==> src/hw/agd_pkg.sv <==
package agd_pkg;
  // register word indices
  localparam logic [0:0] CLR_IDX = 1'h0;
  localparam logic [0:0] SET_IDX = 1'h1;
  localparam int PERIPH_COUNT = 32;
  localparam logic [31:0] PROT_RESET = 32'h00000000;
  localparam logic [3:0] BE_NONE = 4'h0;
  // byte lanes of a register word
  localparam int BE_WIDTH = 4;
  localparam int BYTE_BITS = 8;

  // request from the bus side
  typedef struct packed {
    logic valid;
    logic write;
    logic debug;
    logic [7:0] target;
    logic [3:0] be;
    logic [31:0] wdata;
  } agd_req_t;

  // access into the protection registers themselves
  typedef struct packed {
    logic valid;
    logic write;
    logic addr;
    logic [3:0] be;
    logic [31:0] wdata;
  } agd_reg_t;
endpackage

==> src/hw/agd_access_guard.sv <==
`timescale 1ns/1ps
// How it works
// RULE_01: one guard per bridge, covering every peripheral behind that bridge.
// RULE_02: bus clock is gated outside; instance reset-on state is a parameter.
// RULE_03: keeps working whenever its clock runs, including sleep modes.
// RULE_04: debugger writes bypass protection and always pass through.
// RULE_05: one in clear register clears that protection bit.
// RULE_06: one in set register sets that protection bit.
// RULE_07: both registers read back the same protection vector.
// RULE_08: non-debug write to protected peripheral is blocked with an error.
// RULE_09: setting an already set bit returns an error.
// RULE_10: clearing an already clear bit returns an error.
// RULE_11: software must serialise protection changes or read the set register first.
// RULE_12: byte, half-word and word accesses supported via byte enables.
// RULE_13: zero bits written leave protection unchanged.
// RULE_14: a rejected double set or clear changes nothing.
module agd_access_guard #(
  parameter int N_PERIPH = agd_pkg::PERIPH_COUNT,
  parameter bit CLOCK_ON_AT_RESET = 1'b1
) (
  // clock and reset
  input wire logic ref_clk_i,
  input wire logic sys_rst_i,
  // peripheral write check
  input wire agd_pkg::agd_req_t req_i,
  output logic grant_o,
  output logic block_o,
  output logic done_o,
  // protection register access
  input wire agd_pkg::agd_reg_t reg_i,
  output logic [31:0] reg_rdata_o,
  output logic reg_err_o,
  output logic reg_done_o,
  // state
  output logic [N_PERIPH-1:0] prot_o,
  output logic clk_en_default_o
);
  logic [N_PERIPH-1:0] prot;
  logic [31:0] wmask;
  logic [N_PERIPH-1:0] hit;
  logic dbl;
  logic wr_ok;

  // byte enables into a bit mask
  function automatic logic [31:0] be_mask(input logic [3:0] be);
    logic [31:0] m;
    m = '0;
    for (int i = 0; i < agd_pkg::BE_WIDTH; i++) begin
      m[i*agd_pkg::BYTE_BITS +: agd_pkg::BYTE_BITS] = {agd_pkg::BYTE_BITS{be[i]}};
    end
    return m;
  endfunction

  // protection vector after an accepted set or clear write
  function automatic logic [N_PERIPH-1:0] next_vec(input logic set_sel, input logic [N_PERIPH-1:0] cur,
                                                   input logic [N_PERIPH-1:0] hits);
    if (set_sel) begin
      return cur | hits; // [RULE_06]
    end else begin
      return cur & ~hits; // [RULE_05]
    end
  endfunction

  // effective written ones, sized to peripheral count
  always_comb begin
    wmask = reg_i.wdata & be_mask(reg_i.be); // [RULE_12]
    hit = wmask[N_PERIPH-1:0]; // [RULE_13]
    if (reg_i.addr == agd_pkg::SET_IDX) begin
      dbl = |(hit & prot); // [RULE_09]
    end else begin
      dbl = |(hit & ~prot); // [RULE_10]
    end
    wr_ok = reg_i.valid && reg_i.write && (reg_i.be != agd_pkg::BE_NONE) && !dbl;
  end

  // protection vector update
  always_ff @(posedge ref_clk_i) begin
    if (sys_rst_i) begin
      prot <= agd_pkg::PROT_RESET[N_PERIPH-1:0];
    end else if (wr_ok) begin // [RULE_14]
      prot <= next_vec(reg_i.addr == agd_pkg::SET_IDX, prot, hit); // [RULE_05] [RULE_06]
    end
  end

  // register answer
  always_ff @(posedge ref_clk_i) begin
    if (sys_rst_i) begin
      reg_rdata_o <= '0;
      reg_err_o <= 1'b0;
      reg_done_o <= 1'b0;
    end else begin
      reg_done_o <= reg_i.valid;
      reg_err_o <= reg_i.valid && reg_i.write && dbl; // [RULE_09] [RULE_10]
      reg_rdata_o <= '0;
      if (reg_i.valid && !reg_i.write) begin
        reg_rdata_o[N_PERIPH-1:0] <= prot; // [RULE_07]
      end
    end
  end

  // peripheral write gate, one result per request
  always_ff @(posedge ref_clk_i) begin
    if (sys_rst_i) begin
      grant_o <= 1'b0;
      block_o <= 1'b0;
      done_o <= 1'b0;
    end else begin
      done_o <= req_i.valid;
      if (req_i.valid && req_i.write && !req_i.debug && 32'(req_i.target) < N_PERIPH
          && prot[req_i.target[$clog2(N_PERIPH)-1:0]]) begin
        grant_o <= 1'b0;
        block_o <= 1'b1; // [RULE_08] [RULE_01]
      end else begin
        grant_o <= req_i.valid; // [RULE_04]
        block_o <= 1'b0;
      end
    end
  end

  // state outputs
  always_ff @(posedge ref_clk_i) begin
    if (sys_rst_i) begin
      prot_o <= agd_pkg::PROT_RESET[N_PERIPH-1:0];
      clk_en_default_o <= CLOCK_ON_AT_RESET; // [RULE_02] [RULE_03]
    end else begin
      prot_o <= wr_ok ? next_vec(reg_i.addr == agd_pkg::SET_IDX, prot, hit) : prot;
      clk_en_default_o <= CLOCK_ON_AT_RESET;
    end
  end
endmodule

==> config.mk <==
export PLATFORM = sky130hd
export DESIGN_NAME = agd_access_guard
export DESIGN_NICKNAME = d
export VERILOG_FILES = /design/src/hw/agd_pkg.sv /design/src/hw/agd_access_guard.sv
export SDC_FILE = /design/constraint.sdc
export NUM_CORES = 1
export LEC_CHECK = 0
export ABC_AREA = 1
export BUFFER_PORTS_ARGS = -buffer_cell sky130_fd_sc_hd__buf_2
export CORE_ASPECT_RATIO = 0.75
export CORE_MARGIN = 3
export CORE_UTILIZATION = 39
export DETAILED_ROUTE_END_ITERATION = 16
export GPL_ROUTABILITY_DRIVEN = 1
export PLACE_DENSITY = 0.65
export SKIP_LAST_GASP = 1
export SLEW_MARGIN = 15
export SYNTH_ARGS = -nofsm -noshare
export SYNTH_HDL_FRONTEND = slang
export SYNTH_SLANG_ARGS = --single-unit
==> constraint.sdc <==
create_clock -name ref_clk_i -period 1.85 [get_ports ref_clk_i]
set_input_delay 0.37 -clock ref_clk_i [delete_from_list [all_inputs] [get_ports ref_clk_i]]
set_output_delay 0.37 -clock ref_clk_i [all_outputs]
set_load 0.03 [all_outputs]
### Word level (Yosys, flattened, before mapping)

Cells that the tools add are included.

* reductions and logical operators: 17
* multiplexer cells: 5
* bitwise logic cells: 8
* order comparisons: 2

Operators with widths (number)
* $and 32x32->32: 4
* $not 32->32: 2
* $reduce_or 32->1: 2
* $mux 32: 1
* $or 32x32->32: 1
* $logic_and 1x1->1: 9
* $lt 8x6->1 const B: 1
* $lt 5x6->1 const B: 1
* $bmux 1 s5: 1
* $reduce_bool 4->1: 1
* $reduce_or 2->1: 2
* $logic_not 1->1: 3
* $mux 1: 3
* $not 1->1: 1

* output and inout bits: 70
* logic and storage cells: 39
* input bits: 88
* bits in registers: 69

### Logic depth before layout (Yosys ltp)

Gate-level depths: netlist of the first run.

* word-level depth: 6
* gate-level depth with buffers: 16
* gate-level depth less buffers: 13

### Worst setup path before layout of the first run

Ideal clock, no wire load.

* kind: reg-to-reg
* start point: reg with a tool-made name
* end point: reg with a tool-made name
* data required time: 1740 ps
* cell stages (with the launch flop): 14
* arrival time: 1570 ps
* period minus slack after synthesis: 1680 ps
* slack: 170 ps
* buffers on the path: 2
* setup time: 110 ps
* cells stage by stage: dfxtp_1 inv_1 nand3_1 nand2_1 nor2_1 nand2_1 nor2_1 nand3_1 nand2_1 buf_6 buf_4 nand4_1 nand2_1 nor2_1

==> results of run 1 <==
critical path: stages (launching register included):
cell     delay (ps)
dfxtp_2         330
nand3_1          80
o21ai_1          80
buf_4           160
nor2_4           80
nand2_2          80
nor2_2          130
nand3_2         140
nand2_4         180
buf_12          160
nand3_2          60
nand2_1          70
inv_1            40
nor2_1          130
routing by layer:
metal | GRT usage (%) | share of wire (%) | vias to the layer above
met2 | 33.8 | 44 | 165
met3 | 5.55 | 8.4 | 9
met1 | 29.6 | 46 | 2017
met4 | 4.43 | 0.70 | 0
met5 | 0 | 0 | -
li1 | - | - | 2177
report_power, final:
group	internal (W)	switching [W]
Sequential	0.00151	0.0000174
Clock	0.00108	0.000606
Combinational	0.000308	0.000470
Total	0.00290	0.00109
per-stage QoR:
stage | setup TNS, ps | area (um^2)
final | 0 | 5280
after global routing | -159 | 5280
after CTS | 0 | 5030
after detailed placement | -2020 | 4730
after global placement | -998 | 4730
after floorplan | 0 | 3860
cell usage after synthesis, drive strengths merged:
master / count
nor3: 2
clkbuf: 11
nand4: 38
dfxtp: 69
nand3: 86
a21oi: 17
nand2: 139
nor4: 2
conb: 1
o21ai: 21
buf: 23
nor2: 92
inv: 106
logic make-up (layout without fill, tap and decap cells):
| family | count (synthesis) | after routing |
|---|---|---|
| AO/OA/AOI/OAI | 38 | 38 |
| buffers and inverters | 140 | 281 |
| flip-flops | 69 | 69 |
| other | 1 | 1 |
| AND/OR/NAND/NOR | 359 | 360 |
repair_timing:
action	in CTS	in global routing
setup buffers	0	3
resized for setup	0	44
hold endpoints to repair	0	0
endpoints found under the setup margin	0	32
cell type report:
cell class / count / area [um^2] / share of cell area (%)
clock buffer: 15 / 298 / 5.64
inverter: 106 / 398 / 7.54
multi-input combinational: 399 / 1930 / 36.6
sequential: 69 / 1400 / 26.6
tap: 128 / 160 / 3.03
timing repair buffer: 160 / 1090 / 20.6
how the worst min path moves through the flow:
stage | start | depth (start not counted) | endpoint | slack, ps
final | sys_rst_i | 2 | done_o$_SDFF_PP0_ | 280
after global routing | sys_rst_i | 2 | reg_err_o$_SDFF_PP0_ | 290
after CTS | sys_rst_i | 2 | done_o$_SDFF_PP0_ | 260
after detailed placement | flop | 2 | reg_rdata_o[8]$_SDFF_PP0_ | 490
after global placement | flop | 2 | reg_rdata_o[8]$_SDFF_PP0_ | 510
after floorplan | sys_rst_i | 1 | block_o$_SDFF_PP0_ | 440
==> results.py, run 1 <==
metrics = {
    "status": {
        "status": "finished, final reports clean",
    },
    "synth": {
        "synth_compound_area_share_pct": 4.92,
        "synth_top_area_share_pct": 35.7,
        "muxShareOfSynthArea_pct": 0,
        "yosys.area_share.adder_pct": 0,
        "ys_warn_count": 0,
        "synth_seq_area_share_pct": 35.7,
        "yosys.area_share.simple_pct": 43.3,
        "synth-seq-cells": 69,
        "synth_cell_types": 21,
        "synth.avg_cell_area_um2": 6.37,
        "synth_area_um2": 3860,
        "synth_cells": 607,
        "netlist_top_cells_area": "dfxtp_1 (36%), nand2_1 (13%), inv_1 (10%)",
        "synth_top_family_by_area": "simple AND/OR/NAND/NOR gates",
        "synth_top_area_cell": "dfxtp_1",
        "syn-num-nets": 695,
        "synthXorXnorAreaFrac_pct": 0,
    },
    "die": {
        "dieWidth_um": 121,
        "ios": 158,
        "num_rows": 30,
        "initial_core_util_pct": 41.4,
        "fp.dieH_um": 92.2,
        "die_area_um2": 11200,
        "coreArea_um2": 9350,
    },
    "cells_and_area": {
        "layout_commonest_cell": "nand2_1",
        "antenna_cells": 0,
        "drive_gt1_share_pct": 31.5,
        "final_util_pct": 56.5,
        "final_cell_mix": "nand2_1 (136), buf_2 (120), inv_1 (94), nor2_1 (85), nand3_1 (63)",
        "fin_cells": 877,
        "n_fill_cell": 917,
        "fin_nets": 833,
        "area_growth_pct": 36.5,
    },
    "pwr": {
        "leakage_nw": 2.80,
        "power_density_nw_per_um2": 757,
        "p_total_w": 0.00400,
        "vdd_drop_max_v": 0.000509,
    },
    "timing": {
        "fin_ws_ps": 39.6,
        "setup-violations-final": 0,
        "finalCriticalPeriod_ps": 1810,
        "skew_ps": 6.47,
        "drv_slew": 0,
        "hold_ws_ps": 281,
        "fmax_ghz": 0.552,
        "finalHoldViolations": 0,
        "period_share_pct": 97.9,
    },
    "clocking": {
        "ctsHoldBuffers": 0,
        "htreeDepth": 3,
        "clk_latency_ps": 330,
        "tritoncts": "built",
        "cts.sinks": 69,
        "cts_buffer_depth": 2,
        "cts-root-buf": "clkbuf_16",
        "clk_pin_slew_ps": 50,
        "numCtsBuffers": 9,
    },
    "routing": {
        "first_pass_iters": 5,
        "vias_per_cell": 4.98,
        "drtIter0Drc": 364,
        "routed_wl_um": 12800,
        "ant_nets": 0,
        "num_vias": 4368,
        "drc": 0,
        "routedWlPerCell_um": 14.6,
    },
    "grt": {
        "antenna_found_initial": 0,
        "gr-total-overflow": 0,
        "grt_usage_pct": 21.4,
        "grt_pass1_wl_um": 19000,
        "grt_pass1_vias": 3891,
        "grt_max_degree": 33,
    },
    "placed_design": {
        "placedCellCount": 852,
        "hpwlAfterDp_um": 8860,
        "gp_congestion": 0.818,
        "io_buffers": 120,
        "dp_slack_ps": -114,
    },
    "job": {
        "drv_cap": 0,
    },
    "critical_path": {
        "cp.required_ps": 2100,
        "crit_type": "flop to flop",
        "rrSetupSlack_ps": 40,
        "worst-path-max-fanout": 8,
        "cp-end-kind": "flop",
        "reg2reg_depth": 13,
        "critPathArrivalTime_ps": 2070,
        "critPathLaunchType": "flop",
    },
    "worst_hold_path": {
        "worstHoldPathType": "primary input to flop",
    },
}
No activity file was read; power rests on OpenSTA's default activity.
==> inputs of run 2 (changes only) <==
--- a/config.mk
+++ b/config.mk
@@ -13,4 +13,5 @@
 export DETAILED_ROUTE_END_ITERATION = 16
 export GPL_ROUTABILITY_DRIVEN = 1
+export GPL_TIMING_DRIVEN = 0
 export PLACE_DENSITY = 0.65
 export SKIP_LAST_GASP = 1
==> constraint.sdc (replaced) <==
create_clock -name ref_clk_i -period 1.85 [get_ports ref_clk_i]
set_input_delay 0.0925 -clock ref_clk_i [delete_from_list [all_inputs] [get_ports ref_clk_i]]
set_output_delay 0.0925 -clock ref_clk_i [all_outputs]
set_load 0.03 [all_outputs]
==> run 2 against run 1 <==
  * Count of clock-buffer cells in the layout decreased by 2
  * Die area did not move
  * Final cell count shrank 0.80%
  * Register-to-register slack better by 60 ps
  * Core utilization down 3.6 points
  * Non-clock buffer count fell by 6
  * Clock power decreased by 8%
  * Largest cell class unchanged
  * Cell area decreased by 6.4%
  * First-iteration DRC count rose by 4.1%
  * Worst setup slack gained 55 ps
  * Clock skew increased by 0.89 ps
  * Sequential share of layout area is 1.7 points higher
==> results.py, run 2 (synthesized netlist as in run 1, its figures left out) <==
metrics = {
    "critical_path": {
        "reg2reg_depth": 13,
        "rrSetupSlack_ps": 100,
        "crit_buf_inv": 3,
        "critical_path_depth": 13,
        "cp_cell_sequence": "inv_1, nand3_1, nand2_1, nor2_1, nand2_1, nor2_1, nand3_1, nand2_2, buf_8, buf_6, nand4_1, nand2_1, nor2_1",
        "crit_type": "flop to flop",
        "critPathLaunchType": "flop",
        "worst-path-max-fanout": 10,
        "worst_path_max_delay_cell": "dfxtp_1",
        "cp-end-kind": "flop",
        "cpPeakStageDelay_ps": 360,
        "path_delay_family": "simple AND/OR/NAND/NOR gates",
        "cp.required_ps": 2080,
        "critPathArrivalTime_ps": 1990,
    },
    "clocking": {
        "htreeDepth": 3,
        "numCtsBuffers": 9,
        "clk_pin_slew_ps": 50,
        "cts_buffer_depth": 2,
        "clk_latency_ps": 340,
        "tritoncts": "built",
        "cts-root-buf": "clkbuf_16",
        "cts.sinks": 69,
    },
    "grt": {
        "grtUsageMet3_pct": 7.03,
        "grt_max_degree": 11,
        "grt_usage_pct": 22.8,
        "grt_pass1_wl_um": 19900,
        "grt.busiest_layer": "met2",
        "grtUsageMet1_pct": 32.3,
        "grtUsageMet2_pct": 32.7,
        "gr-total-overflow": 0,
        "antenna_found_initial": 0,
        "grt_pass1_vias": 3918,
    },
    "die": {
        "num_rows": 30,
        "initial_core_util_pct": 41.4,
        "fp.dieH_um": 92.2,
        "dieWidth_um": 121,
        "ios": 158,
        "die_area_um2": 11200,
        "coreArea_um2": 9350,
    },
    "placed_design": {
        "hpwlAfterDp_um": 9590,
        "io_buffers": 116,
        "placedCellCount": 851,
        "gp_congestion": 0.882,
    },
    "timing": {
        "skew_ps": 7.36,
        "fmax_ghz": 0.570,
        "setup-violations-final": 0,
        "hold_ws_ps": 73.8,
        "final.setup.tns_ps": 0,
        "period_share_pct": 94.9,
        "finalCriticalPeriod_ps": 1750,
        "finalHoldViolations": 0,
        "relSlewSlack_pct": 64.2,
        "drv_slew": 0,
        "worst_pin_slew_ps": 537,
    },
    "worst_hold_path": {
        "worstHoldPathType": "primary input to flop",
        "min_from": "reg_i[38]",
        "hold_depth": 3,
        "holdPathEnd": "reg_done_o$_SDFF_PP0_",
    },
    "cells_and_area": {
        "final_util_pct": 52.9,
        "final_cell_mix": "nand2_1 (138), buf_2 (124), inv_1 (99), nor2_1 (91), nand3_1 (66)",
        "fin_cells": 870,
        "area_growth_pct": 27.9,
        "fin_nets": 826,
        "antenna_cells": 0,
        "layout_commonest_cell": "nand2_1",
        "drive_gt1_share_pct": 25.6,
    },
    "pwr": {
        "clockPowerShare_pct": 41.2,
        "seqPwrFrac_pct": 40.7,
        "leakage_nw": 2.63,
        "p_switching_w": 0.00108,
        "vdd_drop_max_v": 0.000371,
        "switching_share_pct": 28.8,
        "power_density_nw_per_um2": 761,
        "internal_power_w": 0.00268,
        "p_total_w": 0.00376,
        "power_frac_comb_pct": 18.1,
    },
    "job": {
        "drv_cap": 0,
    },
    "routing": {
        "ant_nets": 0,
        "drtIter0Drc": 379,
        "routed_wl_um": 12500,
        "vias_per_cell": 4.90,
        "drc": 0,
        "first_pass_iters": 5,
        "routedWlPerCell_um": 14.4,
        "num_vias": 4262,
    },
    "status": {
        "status": "finished, final reports clean",
    },
}
==> run 2: cell types whose count changed in the layout (fill, tap and decap cells not counted), sizes merged <==
cell	before	now
clkinv	0	2
clkbuf	20	25
nand2	140	139
buf	155	140
dlygate4sd3	0	2
==> run 2: timing repair <==
item                                   in CTS  in global routing
setup buffers                               0                  2
endpoints found under the hold margin       4                  0
setup endpoints to repair                   0                 33
resized for setup                           0                 25
hold buffers                                2                  0
==> run 2: per-stage QoR <==
step / worst slack [ps] / cell area, um^2
after global routing: -4.18 / 4940
after global placement: 54.9 / 4610
after CTS: 30.5 / 4890
final: 95.0 / 4940
after floorplan: 170 / 3860
after detailed placement: 52.3 / 4610
==> run 2: layout make-up <==
cell class | instances | area (um^2)
fillers | 938 | 4400
clock buffers | 13 | 250
plain buffers | 34 | 238
repair buffers | 120 | 616
well taps | 128 | 160
clock inverters | 2 | 10.0
flip-flops and latches | 69 | 1400
multi-input cells | 398 | 1870
inverters | 106 | 398
==> run 2: worst max path at each step <==
stage	start	to
2_1_floorplan	flop	flop
3_3_place_gp	flop	flop
3_5_place_dp	flop	flop
4_1_cts	flop	flop
5_1_grt	flop	flop
6_report	flop	flop
==> run 2: worst register-to-register path: stages, from the launching register on <==
cell     delay (ps)
dfxtp_1         360
inv_1           120
nand3_1          80
nand2_1          50
nor2_1          120
nand2_1          70
nor2_1          130
nand3_1         110
nand2_2          90
buf_8           150
buf_6           150
nand4_1          90
nand2_1         100
nor2_1           40
==> run 2: power by group through the flow <==
stage	Clock (W)	Combinational (W)	Sequential, W
final	0.00155	0.000680	0.00153
after global routing	0.00166	0.000747	0.00153
after CTS	0.00158	0.000644	0.00153
after detailed placement	0	0.000637	0.00156
after global placement	0	0.000634	0.00156
after floorplan	0	0.000384	0.00160
==> run 2: layer usage <==
metal | share of wire, % | up-vias | routed length (um)
li1 | - | 2163 | -
met3 | 9.9 | 15 | 1240
met5 | 0 | - | 0
met4 | 1.3 | 0 | 168
met1 | 47 | 1888 | 5930
met2 | 41 | 196 | 5180
==> inputs of run 3 (changes only) <==
BUFFER_PORTS_ARGS = -buffer_cell sky130_fd_sc_hd__buf_4   (was -buffer_cell sky130_fd_sc_hd__buf_2)
==> run 3 against run 2 <==
  * Non-clock buffer count grew 10
  * Largest cell class unchanged
  * Combinational power is 24% higher
  * Global-route usage increased by 0.54 points
  * Fmax fell by 0.71%
  * Clock power up 6%
==> results.py, run 3 (synthesized netlist as in run 1, its figures left out) <==
metrics = {
    "routing": {
        "wl_met2_um": 5790,
        "num_vias": 4414,
        "drc": 0,
        "dr_wl_met3_um": 1430,
        "vias_per_cell": 5.02,
        "highest_layer": "met4",
        "routedWlPerCell_um": 15.4,
        "first_pass_iters": 5,
        "drtIter0Drc": 353,
        "routed_wl_um": 13500,
        "drt-met1-wl_um": 6150,
        "ant_nets": 0,
    },
    "die": {
        "initial_core_util_pct": 41.4,
        "dieWidth_um": 121,
        "num_rows": 30,
        "die_area_um2": 11200,
        "coreArea_um2": 9350,
        "ios": 158,
        "fp.dieH_um": 92.2,
    },
    "critical_path": {
        "cp-end-kind": "flop",
        "cpPeakStageDelay_ps": 400,
        "cp.required_ps": 2080,
        "worst-path-max-fanout": 5,
        "critPathLaunchType": "flop",
        "crit_type": "flop to flop",
        "cp_cell_sequence": "inv_1, nand3_1, nand4_1, nor2_2, nand3_1, nand2_2, clkbuf_16, clkbuf_16, nand4_1, nand2_1, nor2_1",
        "worst_path_max_delay_cell": "dfxtp_1",
        "critPathArrivalTime_ps": 2000,
    },
    "clocking": {
        "cts-root-buf": "clkbuf_16",
        "clk_latency_ps": 340,
        "htreeDepth": 3,
        "cts.sinks": 69,
        "cts_buffer_depth": 2,
        "numCtsBuffers": 9,
        "clk_pin_slew_ps": 50,
        "tritoncts": "built",
    },
    "timing": {
        "drv_slew": 0,
        "finalHoldViolations": 0,
        "worst_pin_slew_ps": 575,
        "hold_ws_ps": 62.5,
        "relSlewSlack_pct": 61.6,
        "finalCriticalPeriod_ps": 1770,
        "setup-violations-final": 0,
        "period_share_pct": 95.5,
        "fmax_ghz": 0.566,
        "skew_ps": 7.54,
    },
    "placed_design": {
        "io_buffers": 116,
        "placedCellCount": 851,
        "gp_congestion": 0.866,
        "hpwlAfterDp_um": 9920,
    },
    "cells_and_area": {
        "multi_input_area_um2": 1900,
        "fin_cells": 879,
        "final_util_pct": 58.8,
        "drive_gt1_share_pct": 29.3,
        "final_cell_mix": "nand2_1 (136), buf_4 (123), inv_1 (94), nor2_1 (88), nand3_1 (64)",
        "register_area_um2": 1410,
        "layout_commonest_cell": "nand2_1",
        "n_fill_cell": 904,
        "fin_nets": 836,
        "antenna_cells": 0,
        "area_growth_pct": 42.1,
    },
    "grt": {
        "gr-total-overflow": 0,
        "grt_pass1_wl_um": 20500,
        "antenna_found_initial": 0,
        "grt_max_degree": 11,
        "grt_pass1_vias": 3966,
        "grt_usage_pct": 23.4,
    },
    "pwr": {
        "leakage_nw": 2.78,
        "vdd_drop_max_v": 0.000435,
        "power_density_nw_per_um2": 733,
    },
    "worst_hold_path": {
        "worstHoldPathType": "primary input to flop",
    },
    "job": {
        "drv_cap": 0,
    },
    "status": {
        "status": "finished, final reports clean",
    },
}
run 3: cell types whose count changed in the layout (fill, tap and decap cells not counted), moves of 3 or more:
cell	before	now
clkbuf_8	1	4
clkbuf_16	9	15
buf_2	124	8
nor2_1	91	88
dfxtp_2	9	12
nor2_2	1	4
inv_2	7	12
clkbuf_1	14	11
buf_4	3	123
inv_1	99	94
dfxtp_1	59	54
run 3: repair_timing:
| item | 4_1_cts | 5_1_grt |
|---|---|---|
| setup endpoints to repair | 9 | 33 |
| gates resized for setup | 3 | 47 |
| pin swaps | 0 | 8 |
| setup buffers | 0 | 6 |
| cloned | 0 | 6 |
| hold endpoints to repair | 4 | 0 |
| hold buffers | 2 | 0 |
run 3: critical path, delay by kind of cell (launching register included):
kind          cells  cell delay, ps
buf+inv           3             400
simple gates      8             850
flops             1             400
run 3: final timing paths:
check,startpoint,endpoint,slack (ps),cells past startpoint
max reg2reg,flop,flop,80,11
min reg2reg,flop,reg_rdata_o[18]$_SDFF_PP0_,510,2
min,reg_i[38],reg_done_o$_SDFF_PP0_,60,3
max,flop,flop,80,11
run 3: metal layers:
metal  up-vias  track usage (%)
met5         -                0
met4         0             6.79
met3        14             6.10
met2       218             34.7
met1      1991             33.2
li1       2191                -
run 3: where the power goes:
| group | leakage (nW) | switching (W) | internal, W |
|---|---|---|---|
| registers | 0.566 | 0.0000196 | 0.00151 |
| logic | 2.08 | 0.000484 | 0.000361 |
| clock network | 0.144 | 0.000618 | 0.00104 |
run 3: layout make-up:
class	count	share of cell area [%]
multi-input cells	398	34.6
flip-flops and latches	69	25.6
repair buffers	130	19.8
inverters	106	7.25
clock buffers	13	5.10
plain buffers	34	4.56
well taps	128	2.92
clock inverters	1	0.0911
run 3: stage by stage:
stage,power [W],setup WS [ps],TNS (ps),cell area (um^2)
4_1_cts,0.00390,6.28,0,5200
3_3_place_gp,0.00224,7.93,0,4900
3_5_place_dp,0.00224,2.91,0,4900
6_report,0.00403,82.4,0,5490
2_1_floorplan,0.00199,170,0,3860
5_1_grt,0.00418,-17.5,-83.7,5490
